## src/core/drive_cmd_pkg.sv

```systemverilog
package drive_cmd_pkg;
  localparam int NUM_CMD = 19;
  localparam int AW = 8;
  localparam int FW = 16;

  // decoded terminal commands, bit 0 is ramp_time_select_a
  typedef struct packed {
    logic run_reverse;
    logic run_forward;
    logic inverse_select;
    logic pid_cancel;
    logic keypad_edit_permit;
    logic freq_down;
    logic freq_up;
    logic mains_switchover_high;
    logic mains_switchover_low;
    logic torque_limit_select;
    logic dc_brake_request;
    logic second_motor_select;
    logic freq_source_select;
    logic external_alarm_in;
    logic alarm_reset;
    logic coast_stop_cmd;
    logic three_wire_hold;
    logic ramp_time_select_b;
    logic ramp_time_select_a;
  } cmd_t;

  // selections handed to the motor control core
  typedef struct packed {
    logic [1:0] ramp_set;
    logic freq_src_two;
    logic motor_two;
    logic torque_limit_two;
  } sel_t;

  typedef enum logic [2:0] {
    ST_IDLE  = 3'b001,
    ST_RUN   = 3'b010,
    ST_MAINS = 3'b100
  } run_state_t;

  localparam logic [AW-1:0] REG_CTRL   = 8'h00;
  localparam logic [AW-1:0] REG_POL    = 8'h04;
  localparam logic [AW-1:0] REG_FMAX   = 8'h08;
  localparam logic [AW-1:0] REG_FREF   = 8'h0C;
  localparam logic [AW-1:0] REG_STATUS = 8'h10;
  localparam logic [AW-1:0] REG_UPDN   = 8'h14;
  localparam logic [AW-1:0] REG_CODE   = 8'h18;

  localparam int CTRL_W = 6;
  localparam int CTRL_S1_INV = 0;
  localparam int CTRL_PID_LSB = 1;
  localparam int CTRL_UPDN_PID = 3;
  localparam int CTRL_S1_ANALOG = 4;
  localparam int CTRL_UPDN_EN = 5;
  localparam logic [CTRL_W-1:0] CTRL_RESET = 6'h00;
  localparam logic [1:0] PID_OFF = 2'h0;
  localparam logic [1:0] PID_NORMAL = 2'h1;
  localparam logic [1:0] PID_INVERSE = 2'h2;

  // external alarm is fail-safe: tripped while the terminal is low
  localparam logic [NUM_CMD-1:0] POL_RESET = 19'h00020;
  localparam logic [FW-1:0] FMAX_RESET = 16'h1770;
  localparam logic [FW-1:0] FREF_RESET = 16'h0000;

  // frequencies in 0.01 Hz, pid command in 0.01 %
  localparam logic [FW-1:0] FREQ_50 = 16'h1388;
  localparam logic [FW-1:0] FREQ_60 = 16'h1770;
  localparam logic [FW-1:0] PID_FULL = 16'h2710;
  localparam logic [7:0] EXT_ALARM_CODE = 8'h02;

  localparam int ST_ALARM = 0;
  localparam int ST_HOLD = 1;
  localparam int ST_EXT = 2;
  localparam int ST_OUT = 3;
  localparam int ST_FWD = 4;
  localparam int ST_REV = 5;
  localparam int ST_SW = 6;
  localparam int ST_PID = 7;

  localparam int CLK_HZ = 50_000_000;
  localparam int UPDN_STEP_US = 100;
  localparam int UPDN_STEP_CYC = UPDN_STEP_US * (CLK_HZ / 1_000_000);
endpackage : drive_cmd_pkg

```

## src/core/drive_terminal_command_decoder.sv

```systemverilog
// Function
// two select inputs pick one of four ramp time sets
// three-wire hold latches momentary forward and reverse run commands
// coast-stop cuts output at once, raises no alarm
// reset rise drops alarm output; fall clears display and hold
// controller holds reset at least 10 ms, idle otherwise
// external alarm trip cuts output, shows its code, raises alarm
// external alarm stays latched until alarm reset
// source select picks setting 2 when active, else setting 1
// motor select switches first and second motor sets
// dc brake request honoured only when braking conditions are met
// torque limit select switches between limiter sets one and two
// switchover at start runs at 50 or 60 Hz, ignoring reference
// configuring party never assigns both switchover commands
// sequence waits 0.1 s before run, overlaps 0.2 s
// alarm or coast at switchover keeps off, then ordinary start
// up/down frequency mode ramps output between 0 and maximum
// up/down pid mode ramps pid command between 0 and 100 %
// keypad edits refused unless edit-permit is active
// pid cancel bypasses pid, runs from manual reference
// analog setting 1 inverse when config bit differs from input
// pid output inverse for mode 2 without input, mode 1 with
// pid enabled: manual direction follows config bit only
// inputs synchronised and polarity applied before decoding
//
// Local design decisions: the placing of the registers and strobed register access.
`timescale 1ns/100ps
module drive_terminal_command_decoder #(
  parameter int STEP_CYC = drive_cmd_pkg::UPDN_STEP_CYC
) (
  input wire logic ref_clk,
  input wire logic rst,
  input wire logic [drive_cmd_pkg::NUM_CMD-1:0] term_raw,
  input wire logic fault_in,
  input wire logic dc_brake_cond_ok,
  input wire logic keypad_wr_req,
  input wire logic [drive_cmd_pkg::AW-1:0] addr,
  input wire logic [31:0] wdata,
  input wire logic wr_en,
  input wire logic rd_en,
  output logic [31:0] rdata,
  output logic out_enable,
  output logic alarm_output,
  output logic [7:0] alarm_code,
  output logic run_forward,
  output logic run_reverse,
  output drive_cmd_pkg::sel_t sel,
  output logic dc_brake_active,
  output logic [drive_cmd_pkg::FW-1:0] freq_cmd,
  output logic [drive_cmd_pkg::FW-1:0] pid_setpoint,
  output logic pid_active,
  output logic pid_dir_inverse,
  output logic ref_dir_inverse,
  output logic keypad_wr_grant
);
  localparam int N = drive_cmd_pkg::NUM_CMD;
  localparam int FW = drive_cmd_pkg::FW;
  localparam int CW = $clog2(STEP_CYC + 1);

  if (STEP_CYC < 1) begin : g_bad_step
    $error("STEP_CYC must be at least one cycle");
  end

  // synchroniser: first stage feeds only the second
  logic [N-1:0] sync1_r;
  logic [N-1:0] sync2_r;
  for (genvar i = 0; i < N; i++) begin : g_sync
    always_ff @(posedge ref_clk or posedge rst) begin
      if (rst) begin
        sync1_r[i] <= drive_cmd_pkg::POL_RESET[i];
        sync2_r[i] <= drive_cmd_pkg::POL_RESET[i];
      end else begin
        sync1_r[i] <= term_raw[i];
        sync2_r[i] <= sync1_r[i];
      end
    end
  end

  // register port
  logic [drive_cmd_pkg::CTRL_W-1:0] ctrl_r, ctrl_nxt;
  logic [N-1:0] pol_r, pol_nxt;
  logic [FW-1:0] fmax_r, fmax_nxt;
  logic [FW-1:0] fref_r, fref_nxt;
  logic [31:0] rdata_r, rdata_nxt;
  logic [7:0] status;
  logic [FW-1:0] updn_r;

  drive_cmd_pkg::cmd_t c;
  assign c = drive_cmd_pkg::cmd_t'(sync2_r ^ pol_r);

  always_comb begin
    ctrl_nxt = ctrl_r;
    pol_nxt = pol_r;
    fmax_nxt = fmax_r;
    fref_nxt = fref_r;
    rdata_nxt = 32'h0000_0000;
    if (wr_en) begin
      if (addr == drive_cmd_pkg::REG_CTRL) begin
        ctrl_nxt = wdata[drive_cmd_pkg::CTRL_W-1:0];
      end else if (addr == drive_cmd_pkg::REG_POL) begin
        pol_nxt = wdata[N-1:0];
      end else if (addr == drive_cmd_pkg::REG_FMAX) begin
        fmax_nxt = wdata[FW-1:0];
      end else if (addr == drive_cmd_pkg::REG_FREF) begin
        fref_nxt = wdata[FW-1:0];
      end
    end
    if (rd_en) begin
      if (addr == drive_cmd_pkg::REG_CTRL) begin
        rdata_nxt = {26'h0, ctrl_r};
      end else if (addr == drive_cmd_pkg::REG_POL) begin
        rdata_nxt = {13'h0, pol_r};
      end else if (addr == drive_cmd_pkg::REG_FMAX) begin
        rdata_nxt = {16'h0, fmax_r};
      end else if (addr == drive_cmd_pkg::REG_FREF) begin
        rdata_nxt = {16'h0, fref_r};
      end else if (addr == drive_cmd_pkg::REG_STATUS) begin
        rdata_nxt = {24'h0, status};
      end else if (addr == drive_cmd_pkg::REG_UPDN) begin
        rdata_nxt = {16'h0, updn_r};
      end else if (addr == drive_cmd_pkg::REG_CODE) begin
        rdata_nxt = {24'h0, alarm_code};
      end
    end
  end

  always_ff @(posedge ref_clk or posedge rst) begin
    if (rst) begin
      ctrl_r <= drive_cmd_pkg::CTRL_RESET;
      pol_r <= drive_cmd_pkg::POL_RESET;
      fmax_r <= drive_cmd_pkg::FMAX_RESET;
      fref_r <= drive_cmd_pkg::FREF_RESET;
      rdata_r <= 32'h0000_0000;
    end else begin
      ctrl_r <= ctrl_nxt;
      pol_r <= pol_nxt;
      fmax_r <= fmax_nxt;
      fref_r <= fref_nxt;
      rdata_r <= rdata_nxt;
    end
  end
  assign rdata = rdata_r;

  // configuration fields
  logic cfg_s1_inv, cfg_updn_pid, cfg_s1_analog, cfg_updn_en;
  logic [1:0] cfg_pid_mode;
  assign cfg_s1_inv = ctrl_r[drive_cmd_pkg::CTRL_S1_INV];
  assign cfg_pid_mode = ctrl_r[drive_cmd_pkg::CTRL_PID_LSB +: 2];
  assign cfg_updn_pid = ctrl_r[drive_cmd_pkg::CTRL_UPDN_PID];
  assign cfg_s1_analog = ctrl_r[drive_cmd_pkg::CTRL_S1_ANALOG];
  assign cfg_updn_en = ctrl_r[drive_cmd_pkg::CTRL_UPDN_EN];

  // control state
  drive_cmd_pkg::run_state_t st_r, st_nxt;
  logic rst_prev_r, rst_prev_nxt;
  logic ext_lat_r, ext_lat_nxt;
  logic fault_hold_r, fault_hold_nxt;
  logic alarm_r, alarm_nxt;
  logic [7:0] code_r, code_nxt;
  logic fwd_lat_r, fwd_lat_nxt;
  logic rev_lat_r, rev_lat_nxt;
  logic sw_blk_r, sw_blk_nxt;
  logic out_en_r, out_en_nxt;
  logic fwd_o_r, fwd_o_nxt;
  logic rev_o_r, rev_o_nxt;
  drive_cmd_pkg::sel_t sel_r, sel_nxt;
  logic dcb_r, dcb_nxt;
  logic [FW-1:0] freq_r, freq_nxt;
  logic [FW-1:0] updn_nxt;
  logic [CW-1:0] step_r, step_nxt;
  logic pid_act_r, pid_act_nxt;
  logic pid_inv_r, pid_inv_nxt;
  logic ref_inv_r, ref_inv_nxt;

  logic rst_rise, rst_fall, ext_trip, blocked, sw_any, tick;
  logic fwd_e, rev_e, run_req;
  logic [FW-1:0] limit;

  always_comb begin
    ext_trip = c.external_alarm_in;
    rst_rise = c.alarm_reset & ~rst_prev_r;
    rst_fall = ~c.alarm_reset & rst_prev_r;
    rst_prev_nxt = c.alarm_reset;
    // a trip in the same cycle as a reset edge wins
    ext_lat_nxt = ext_trip | (ext_lat_r & ~rst_fall);
    fault_hold_nxt = fault_in | (fault_hold_r & ~rst_fall);
    alarm_nxt = ext_trip | fault_in | (alarm_r & ~rst_rise);
    if (ext_trip) begin
      code_nxt = drive_cmd_pkg::EXT_ALARM_CODE;
    end else if (rst_fall) begin
      code_nxt = 8'h00;
    end else begin
      code_nxt = code_r;
    end

    // three-wire: opposite direction cancels the held one
    if (c.three_wire_hold) begin
      fwd_lat_nxt = (fwd_lat_r | c.run_forward) & ~c.run_reverse;
      rev_lat_nxt = (rev_lat_r | c.run_reverse) & ~c.run_forward;
      fwd_e = fwd_lat_r | c.run_forward;
      rev_e = rev_lat_r | c.run_reverse;
    end else begin
      fwd_lat_nxt = 1'b0;
      rev_lat_nxt = 1'b0;
      fwd_e = c.run_forward;
      rev_e = c.run_reverse;
    end
    // both directions at once is treated as stop
    run_req = fwd_e ^ rev_e;

    // coast-stop blocks without touching the alarm path
    blocked = ext_lat_r | fault_hold_r | alarm_r | ext_trip | fault_in
      | c.coast_stop_cmd;
    sw_any = c.mains_switchover_low | c.mains_switchover_high;
    // a switchover seen while blocked is spent for this run request
    sw_blk_nxt = run_req & (sw_blk_r | (blocked & sw_any));

    st_nxt = st_r;
    case (st_r)
      drive_cmd_pkg::ST_IDLE: begin
        if (run_req & ~blocked) begin
          if (sw_any & ~sw_blk_r) begin
            st_nxt = drive_cmd_pkg::ST_MAINS;
          end else begin
            st_nxt = drive_cmd_pkg::ST_RUN;
          end
        end
      end
      drive_cmd_pkg::ST_RUN: begin
        if (~run_req | blocked) begin
          st_nxt = drive_cmd_pkg::ST_IDLE;
        end
      end
      drive_cmd_pkg::ST_MAINS: begin
        if (~run_req | blocked) begin
          st_nxt = drive_cmd_pkg::ST_IDLE;
        end else if (~sw_any) begin
          st_nxt = drive_cmd_pkg::ST_RUN;
        end
      end
      default: st_nxt = drive_cmd_pkg::ST_IDLE;
    endcase
    out_en_nxt = st_nxt != drive_cmd_pkg::ST_IDLE;
    fwd_o_nxt = out_en_nxt & fwd_e;
    rev_o_nxt = out_en_nxt & rev_e;

    // up/down ramp, one lsb per step period
    limit = cfg_updn_pid ? drive_cmd_pkg::PID_FULL : fmax_r;
    tick = step_r == CW'(STEP_CYC - 1);
    step_nxt = tick ? '0 : step_r + CW'(1);
    updn_nxt = updn_r;
    if (updn_r > limit) begin
      updn_nxt = limit;
    end else if (cfg_updn_en & tick) begin
      if (c.freq_up & ~c.freq_down & (updn_r < limit)) begin
        updn_nxt = updn_r + FW'(1);
      end else if (c.freq_down & ~c.freq_up & (updn_r != '0)) begin
        updn_nxt = updn_r - FW'(1);
      end
    end

    if (st_nxt == drive_cmd_pkg::ST_MAINS) begin
      freq_nxt = c.mains_switchover_high ? drive_cmd_pkg::FREQ_60
        : drive_cmd_pkg::FREQ_50;
    end else if (st_nxt == drive_cmd_pkg::ST_IDLE) begin
      freq_nxt = '0;
    end else if (cfg_updn_en & ~cfg_updn_pid) begin
      freq_nxt = updn_r;
    end else begin
      freq_nxt = fref_r;
    end

    sel_nxt.ramp_set = {c.ramp_time_select_b, c.ramp_time_select_a};
    sel_nxt.freq_src_two = c.freq_source_select;
    sel_nxt.motor_two = c.second_motor_select;
    sel_nxt.torque_limit_two = c.torque_limit_select;
    dcb_nxt = c.dc_brake_request & dc_brake_cond_ok;

    pid_act_nxt = (cfg_pid_mode != drive_cmd_pkg::PID_OFF)
      & ~c.pid_cancel;
    pid_inv_nxt = pid_act_nxt
      & (((cfg_pid_mode == drive_cmd_pkg::PID_INVERSE) & ~c.inverse_select)
      | ((cfg_pid_mode == drive_cmd_pkg::PID_NORMAL) & c.inverse_select));
    if (cfg_pid_mode != drive_cmd_pkg::PID_OFF) begin
      ref_inv_nxt = cfg_s1_inv;
    end else if (cfg_s1_analog & ~c.freq_source_select
        & ~(cfg_updn_en & ~cfg_updn_pid)) begin
      ref_inv_nxt = cfg_s1_inv ^ c.inverse_select;
    end else begin
      ref_inv_nxt = 1'b0;
    end
  end

  always_ff @(posedge ref_clk or posedge rst) begin
    if (rst) begin
      st_r <= drive_cmd_pkg::ST_IDLE;
      rst_prev_r <= 1'b0;
      ext_lat_r <= 1'b0;
      fault_hold_r <= 1'b0;
      alarm_r <= 1'b0;
      code_r <= 8'h00;
      fwd_lat_r <= 1'b0;
      rev_lat_r <= 1'b0;
      sw_blk_r <= 1'b0;
      out_en_r <= 1'b0;
      fwd_o_r <= 1'b0;
      rev_o_r <= 1'b0;
      sel_r <= '0;
      dcb_r <= 1'b0;
      freq_r <= '0;
      updn_r <= '0;
      step_r <= '0;
      pid_act_r <= 1'b0;
      pid_inv_r <= 1'b0;
      ref_inv_r <= 1'b0;
    end else begin
      st_r <= st_nxt;
      rst_prev_r <= rst_prev_nxt;
      ext_lat_r <= ext_lat_nxt;
      fault_hold_r <= fault_hold_nxt;
      alarm_r <= alarm_nxt;
      code_r <= code_nxt;
      fwd_lat_r <= fwd_lat_nxt;
      rev_lat_r <= rev_lat_nxt;
      sw_blk_r <= sw_blk_nxt;
      out_en_r <= out_en_nxt;
      fwd_o_r <= fwd_o_nxt;
      rev_o_r <= rev_o_nxt;
      sel_r <= sel_nxt;
      dcb_r <= dcb_nxt;
      freq_r <= freq_nxt;
      updn_r <= updn_nxt;
      step_r <= step_nxt;
      pid_act_r <= pid_act_nxt;
      pid_inv_r <= pid_inv_nxt;
      ref_inv_r <= ref_inv_nxt;
    end
  end

  assign out_enable = out_en_r;
  assign alarm_output = alarm_r;
  assign alarm_code = code_r;
  assign run_forward = fwd_o_r;
  assign run_reverse = rev_o_r;
  assign sel = sel_r;
  assign dc_brake_active = dcb_r;
  assign freq_cmd = freq_r;
  assign pid_setpoint = !cfg_updn_pid ? '0
    : (updn_r > drive_cmd_pkg::PID_FULL) ? drive_cmd_pkg::PID_FULL : updn_r;
  assign pid_active = pid_act_r;
  assign pid_dir_inverse = pid_inv_r;
  assign ref_dir_inverse = ref_inv_r;
  // keypad write is refused outright, nothing is queued
  assign keypad_wr_grant = keypad_wr_req & c.keypad_edit_permit;
  assign status = {pid_act_r, st_r == drive_cmd_pkg::ST_MAINS, rev_o_r,
    fwd_o_r, out_en_r, ext_lat_r | fault_hold_r, ext_lat_r, alarm_r};

  a_ramp_select: assert property (@(posedge ref_clk) disable iff (rst)
    ##1 sel_r.ramp_set == $past({c.ramp_time_select_b,
    c.ramp_time_select_a})) else $error("ramp set not followed");
  a_three_wire_hold: assert property (@(posedge ref_clk) disable iff (rst)
    c.three_wire_hold && fwd_lat_r && !c.run_reverse
    |=> fwd_lat_r) else $error("forward latch lost");
  a_coast_kills_out: assert property (@(posedge ref_clk) disable iff (rst)
    c.coast_stop_cmd && !ext_trip && !fault_in && !alarm_r
    |=> !out_en_r && !alarm_r) else $error("coast stop misbehaved");
  a_reset_rise: assert property (@(posedge ref_clk) disable iff (rst)
    rst_rise && !ext_trip && !fault_in
    |=> !alarm_r) else $error("alarm output not dropped");
  a_reset_fall: assert property (@(posedge ref_clk) disable iff (rst)
    rst_fall && !ext_trip && !fault_in
    |=> code_r == 8'h00 && !ext_lat_r && !fault_hold_r)
    else $error("alarm hold not released");
  a_ext_trip: assert property (@(posedge ref_clk) disable iff (rst)
    ext_trip |=> !out_en_r && alarm_r && ext_lat_r
    && code_r == drive_cmd_pkg::EXT_ALARM_CODE)
    else $error("external trip not reported");
  a_ext_latched: assert property (@(posedge ref_clk) disable iff (rst)
    ext_lat_r && !rst_fall |=> ext_lat_r)
    else $error("external alarm latch dropped");
  a_brake_gate: assert property (@(posedge ref_clk) disable iff (rst)
    dcb_r |-> $past(c.dc_brake_request && dc_brake_cond_ok))
    else $error("dc brake without conditions");
  a_switch_start: assert property (@(posedge ref_clk) disable iff (rst)
    st_r == drive_cmd_pkg::ST_IDLE && run_req && !blocked && !sw_blk_r
    && c.mains_switchover_high
    |=> freq_r == drive_cmd_pkg::FREQ_60)
    else $error("switchover start frequency wrong");
  a_switch_block: assert property (@(posedge ref_clk) disable iff (rst)
    sw_blk_r |-> st_r != drive_cmd_pkg::ST_MAINS ##1
    st_r != drive_cmd_pkg::ST_MAINS)
    else $error("blocked switchover started at mains");
  a_updn_clamp: assert property (@(posedge ref_clk) disable iff (rst)
    ##1 updn_r <= $past(limit)) else $error("up/down out of range");
  a_pid_clamp: assert property (@(posedge ref_clk) disable iff (rst)
    pid_setpoint <= drive_cmd_pkg::PID_FULL)
    else $error("pid command above full scale");
  a_pid_dir: assert property (@(posedge ref_clk) disable iff (rst)
    pid_act_nxt && cfg_pid_mode == drive_cmd_pkg::PID_INVERSE
    && !c.inverse_select |=> pid_inv_r)
    else $error("pid direction wrong");
  a_manual_dir: assert property (@(posedge ref_clk) disable iff (rst)
    cfg_pid_mode != drive_cmd_pkg::PID_OFF |=> ref_inv_r == $past(cfg_s1_inv))
    else $error("manual direction not from config");
endmodule : drive_terminal_command_decoder

```

## config.mk

```make
export PLATFORM = sky130hd
export DESIGN_NAME = drive_terminal_command_decoder
export DESIGN_NICKNAME = d
export VERILOG_FILES = /design/src/core/drive_cmd_pkg.sv /design/src/core/drive_terminal_command_decoder.sv
export SDC_FILE = /design/constraint.sdc
export NUM_CORES = 1
export LEC_CHECK = 0
export BUFFER_PORTS_ARGS = -buffer_cell sky130_fd_sc_hd__clkbuf_2
export CAP_MARGIN = 20
export CORE_ASPECT_RATIO = 2
export CORE_MARGIN = 2
export CORE_UTILIZATION = 61
export CTS_CLUSTER_SIZE = 20
export DETAILED_ROUTE_END_ITERATION = 8
export PLACE_DENSITY = 0.86
export REMOVE_ABC_BUFFERS = 1
export SLEW_MARGIN = 30
export SYNTH_ARGS = -nofsm -noshare
export SYNTH_HDL_FRONTEND = slang
export SYNTH_SLANG_ARGS = --single-unit
```

## constraint.sdc

```tcl
create_clock -name ref_clk -period 15.6 [get_ports ref_clk]
set_input_delay 2.34 -clock ref_clk [delete_from_list [all_inputs] [get_ports ref_clk]]
set_output_delay 2.34 -clock ref_clk [all_outputs]
set_load 0.02 [all_outputs]
```

==> results.json <==
{
  "die_area_mm2": 0.0156,
  "drive_gt1_share_pct": 27.1,
  "power_density_mw_per_mm2": 161,
  "start_kind": "flip-flop",
  "ys_types": 78,
  "min_period_ps": 5320,
  "critPathKind": "reg2reg",
  "final_cell_mix": "dfrtp_1 (171), clkbuf_2 (116), mux2_2 (59), nor2_1 (54), nand2_1 (50)",
  "io_buffers": 116,
  "crit_required_ps": 15930,
  "finalInstanceArea_mm2": 0.0101,
  "power.leakage_nw": 4.99,
  "min_path_type": "reg2reg",
  "final_common_cell": "dfrtp_1",
  "route.vias.total": 6509,
  "yosysWarnings": 0,
  "grt_pass1_wl_um": 34500,
  "die_h_um": 175,
  "max_slew_margin_pct": 34.7,
  "synth_area_mm2": 0.00889,
  "drc": 0,
  "antenna_found_initial": 0,
  "clkTransAtPathRegs_ps": 70,
  "dieWidth_um": 89.4,
  "post-cts-setup-buffers": 0,
  "ys_seq_elements": 182,
  "grt_max_degree": 97,
  "drt_iter0_markers": 608,
  "grt_use_total_pct": 29.8,
  "core_mm2": 0.0143,
  "finalHoldViolations": 0,
  "worstMarginPinSlew_ps": 980,
  "outcome": "finished, final reports clean",
  "rsz0062_at_grt": "false",
  "synthCells": 771,
  "viasPerCell": 5.98,
  "max_freq_mhz": 188,
  "io_pins": 152,
  "firstDrtPassIters": 9,
  "final_nets": 981,
  "grt_overflow_total": 0,
  "seqCellArea_mm2": 0.00457,
  "cp-end-kind": "flip-flop",
  "htreeDepth": 4,
  "ys_async_sr_fraction_pct": 100,
  "multi_input_area_mm2": 0.00407,
  "crit_fanout": 33,
  "syn_avg_cell_area_um2": 11.5,
  "setup_tns_ps": 0,
  "finalCritPeriodShare_pct": 34.1,
  "synth-edff-count": 0,
  "hpwl_um": 15800,
  "cts_buffers": 17,
  "maxCapViolations": 0,
  "fill_cells": 1081,
  "wl_um": 21800,
  "irDropWorstVdd_mv": 0.0966,
  "initial_core_util_pct": 62.3,
  "wl_per_cell_um": 20.0,
  "ant_nets": 0,
  "cts_tree": "built",
  "finClkSkew_ps": 8.11,
  "area_growth_syn_to_layout_pct": 13.9,
  "synth-seq-area-share_pct": 51.4,
  "grt_pass1_vias": 6616,
  "synthFlopType": "dfrtp_1",
  "place.gp.congestion": 0.962,
  "row_count": 62,
  "finalSetupViolCount": 0,
  "cts.sinks": 182,
  "cts_resized": 0,
  "crit_arrival_ps": 5650,
  "cts_hold_buf": 0,
  "root_buffer": "clkbuf_16",
  "timing.final.max_slew_violations": 0,
  "clk_path_buf_depth": 2,
  "clock_latency_ps": 440,
  "post_dp_cell_area_mm2": 0.00953,
  "n_antenna_cell": 0
}
## layer usage
metal  part of all wire, %  GRT usage (%)  vias to the layer above  wire [um]
li1                      -              -                     2930          -
met1                    36           34.7                     3185       7770
met2                    52           48.9                      300      11400
met3                   5.3           5.76                       94       1160
met4                   6.7           18.9                        0       1470
met5                     0              0                        -          0
## path summary, 6_finish.rpt
path / startpoint / end / slack, ps / depth (start not counted)
min in group asynchronous: rst / step_r[3] / 2080 / 2
worst min-delay path: sync1_r[16] / sync2_r[16] / 340 / 0
max in group asynchronous: rst / out_enable / 12270 / 3
worst max-delay path: ctrl_r[3] / updn_r[14] / 10280 / 16
worst min register to register: sync1_r[16] / sync2_r[16] / 340 / 0
worst max register to register: ctrl_r[3] / updn_r[14] / 10280 / 16
## state kept, by name, summed over array words and instances (netlist names), 3 cells and up
signal and cells:
pol_r 19, rdata 19, sync1_r 19, sync2_r 19, fmax_r 16, fref_r 16, freq_cmd 16, updn_r 16
step_r 13, ctrl_r 6, sel 5, st_r 3
## cell families after synthesis
| kind of cell | synth area share, % |
|---|---|
| and+or+nand+nor | 12.3 |
| DFF | 51.4 |
| AOI/OAI and AO/OA | 11.0 |
| muxes | 12.3 |
| buffers and inverters | 3.80 |
| xor gates and xnor gates | 4.53 |
| adders and majority gates | 4.59 |
| other | 0.0422 |
## Yosys cell counts (all sizes together), types with 15 or more instances
cell	n	area [um^2]
dfrtp	171	4280
mux2	66	743
nor2	54	203
nand2	50	188
o21ai	34	174
buf	33	240
mux2i	33	330
ha	31	388
a21oi	29	149
xor2	28	245
xnor2	18	158
a21o	16	120
nand3	16	90.1
clkbuf	15	56.3
nand2b	15	93.8
## final cells by class
class / count / share of cell area (%)
multi-input cells: 551 / 40.2
well taps: 192 / 2.37
inverters: 11 / 0.457
flip-flops and latches: 182 / 45.1
clock inverters: 14 / 1.35
clock buffers: 18 / 4.34
repair buffers: 120 / 6.11
## stage by stage
| stage | power, mW | utilization, % | instances | hold WS [ps] | worst slack [ps] |
|---|---|---|---|---|---|
| after floorplan | 1.05 | - | 744 | 331 | 8330 |
| after global placement | 1.18 | 66.7 | 1055 | 331 | 10170 |
| after detailed placement | 1.21 | 66.8 | 1055 | 335 | 10120 |
| after CTS | 1.63 | 70.8 | 1087 | 350 | 10340 |
| after global routing | 1.72 | 70.9 | 1088 | 351 | 9950 |
| final | 1.63 | 70.9 | 1088 | 344 | 10280 |
## power breakdown
part	internal, mW	total (mW)	switching, mW
clock	0.215	0.412	0.197
sequential	0.505	0.563	0.0580
combinational	0.282	0.652	0.369
total	1.00	1.63	0.625
## critical path, stage by stage (launching register included)
cell,delay (ps)
dfrtp_1,990
nand2b_1,250
ha_1,260
a21o_1,170
a21o_1,170
a21o_1,190
a2bb2oi_2,160
nand4_2,510
fa_1,650
a21o_1,230
a221oi_2,470
o2111ai_1,290
nand4_1,180
a21boi_1,90
nor3_1,130
and3b_1,190
o31a_1,260
(Power assumes the default switching activity.)
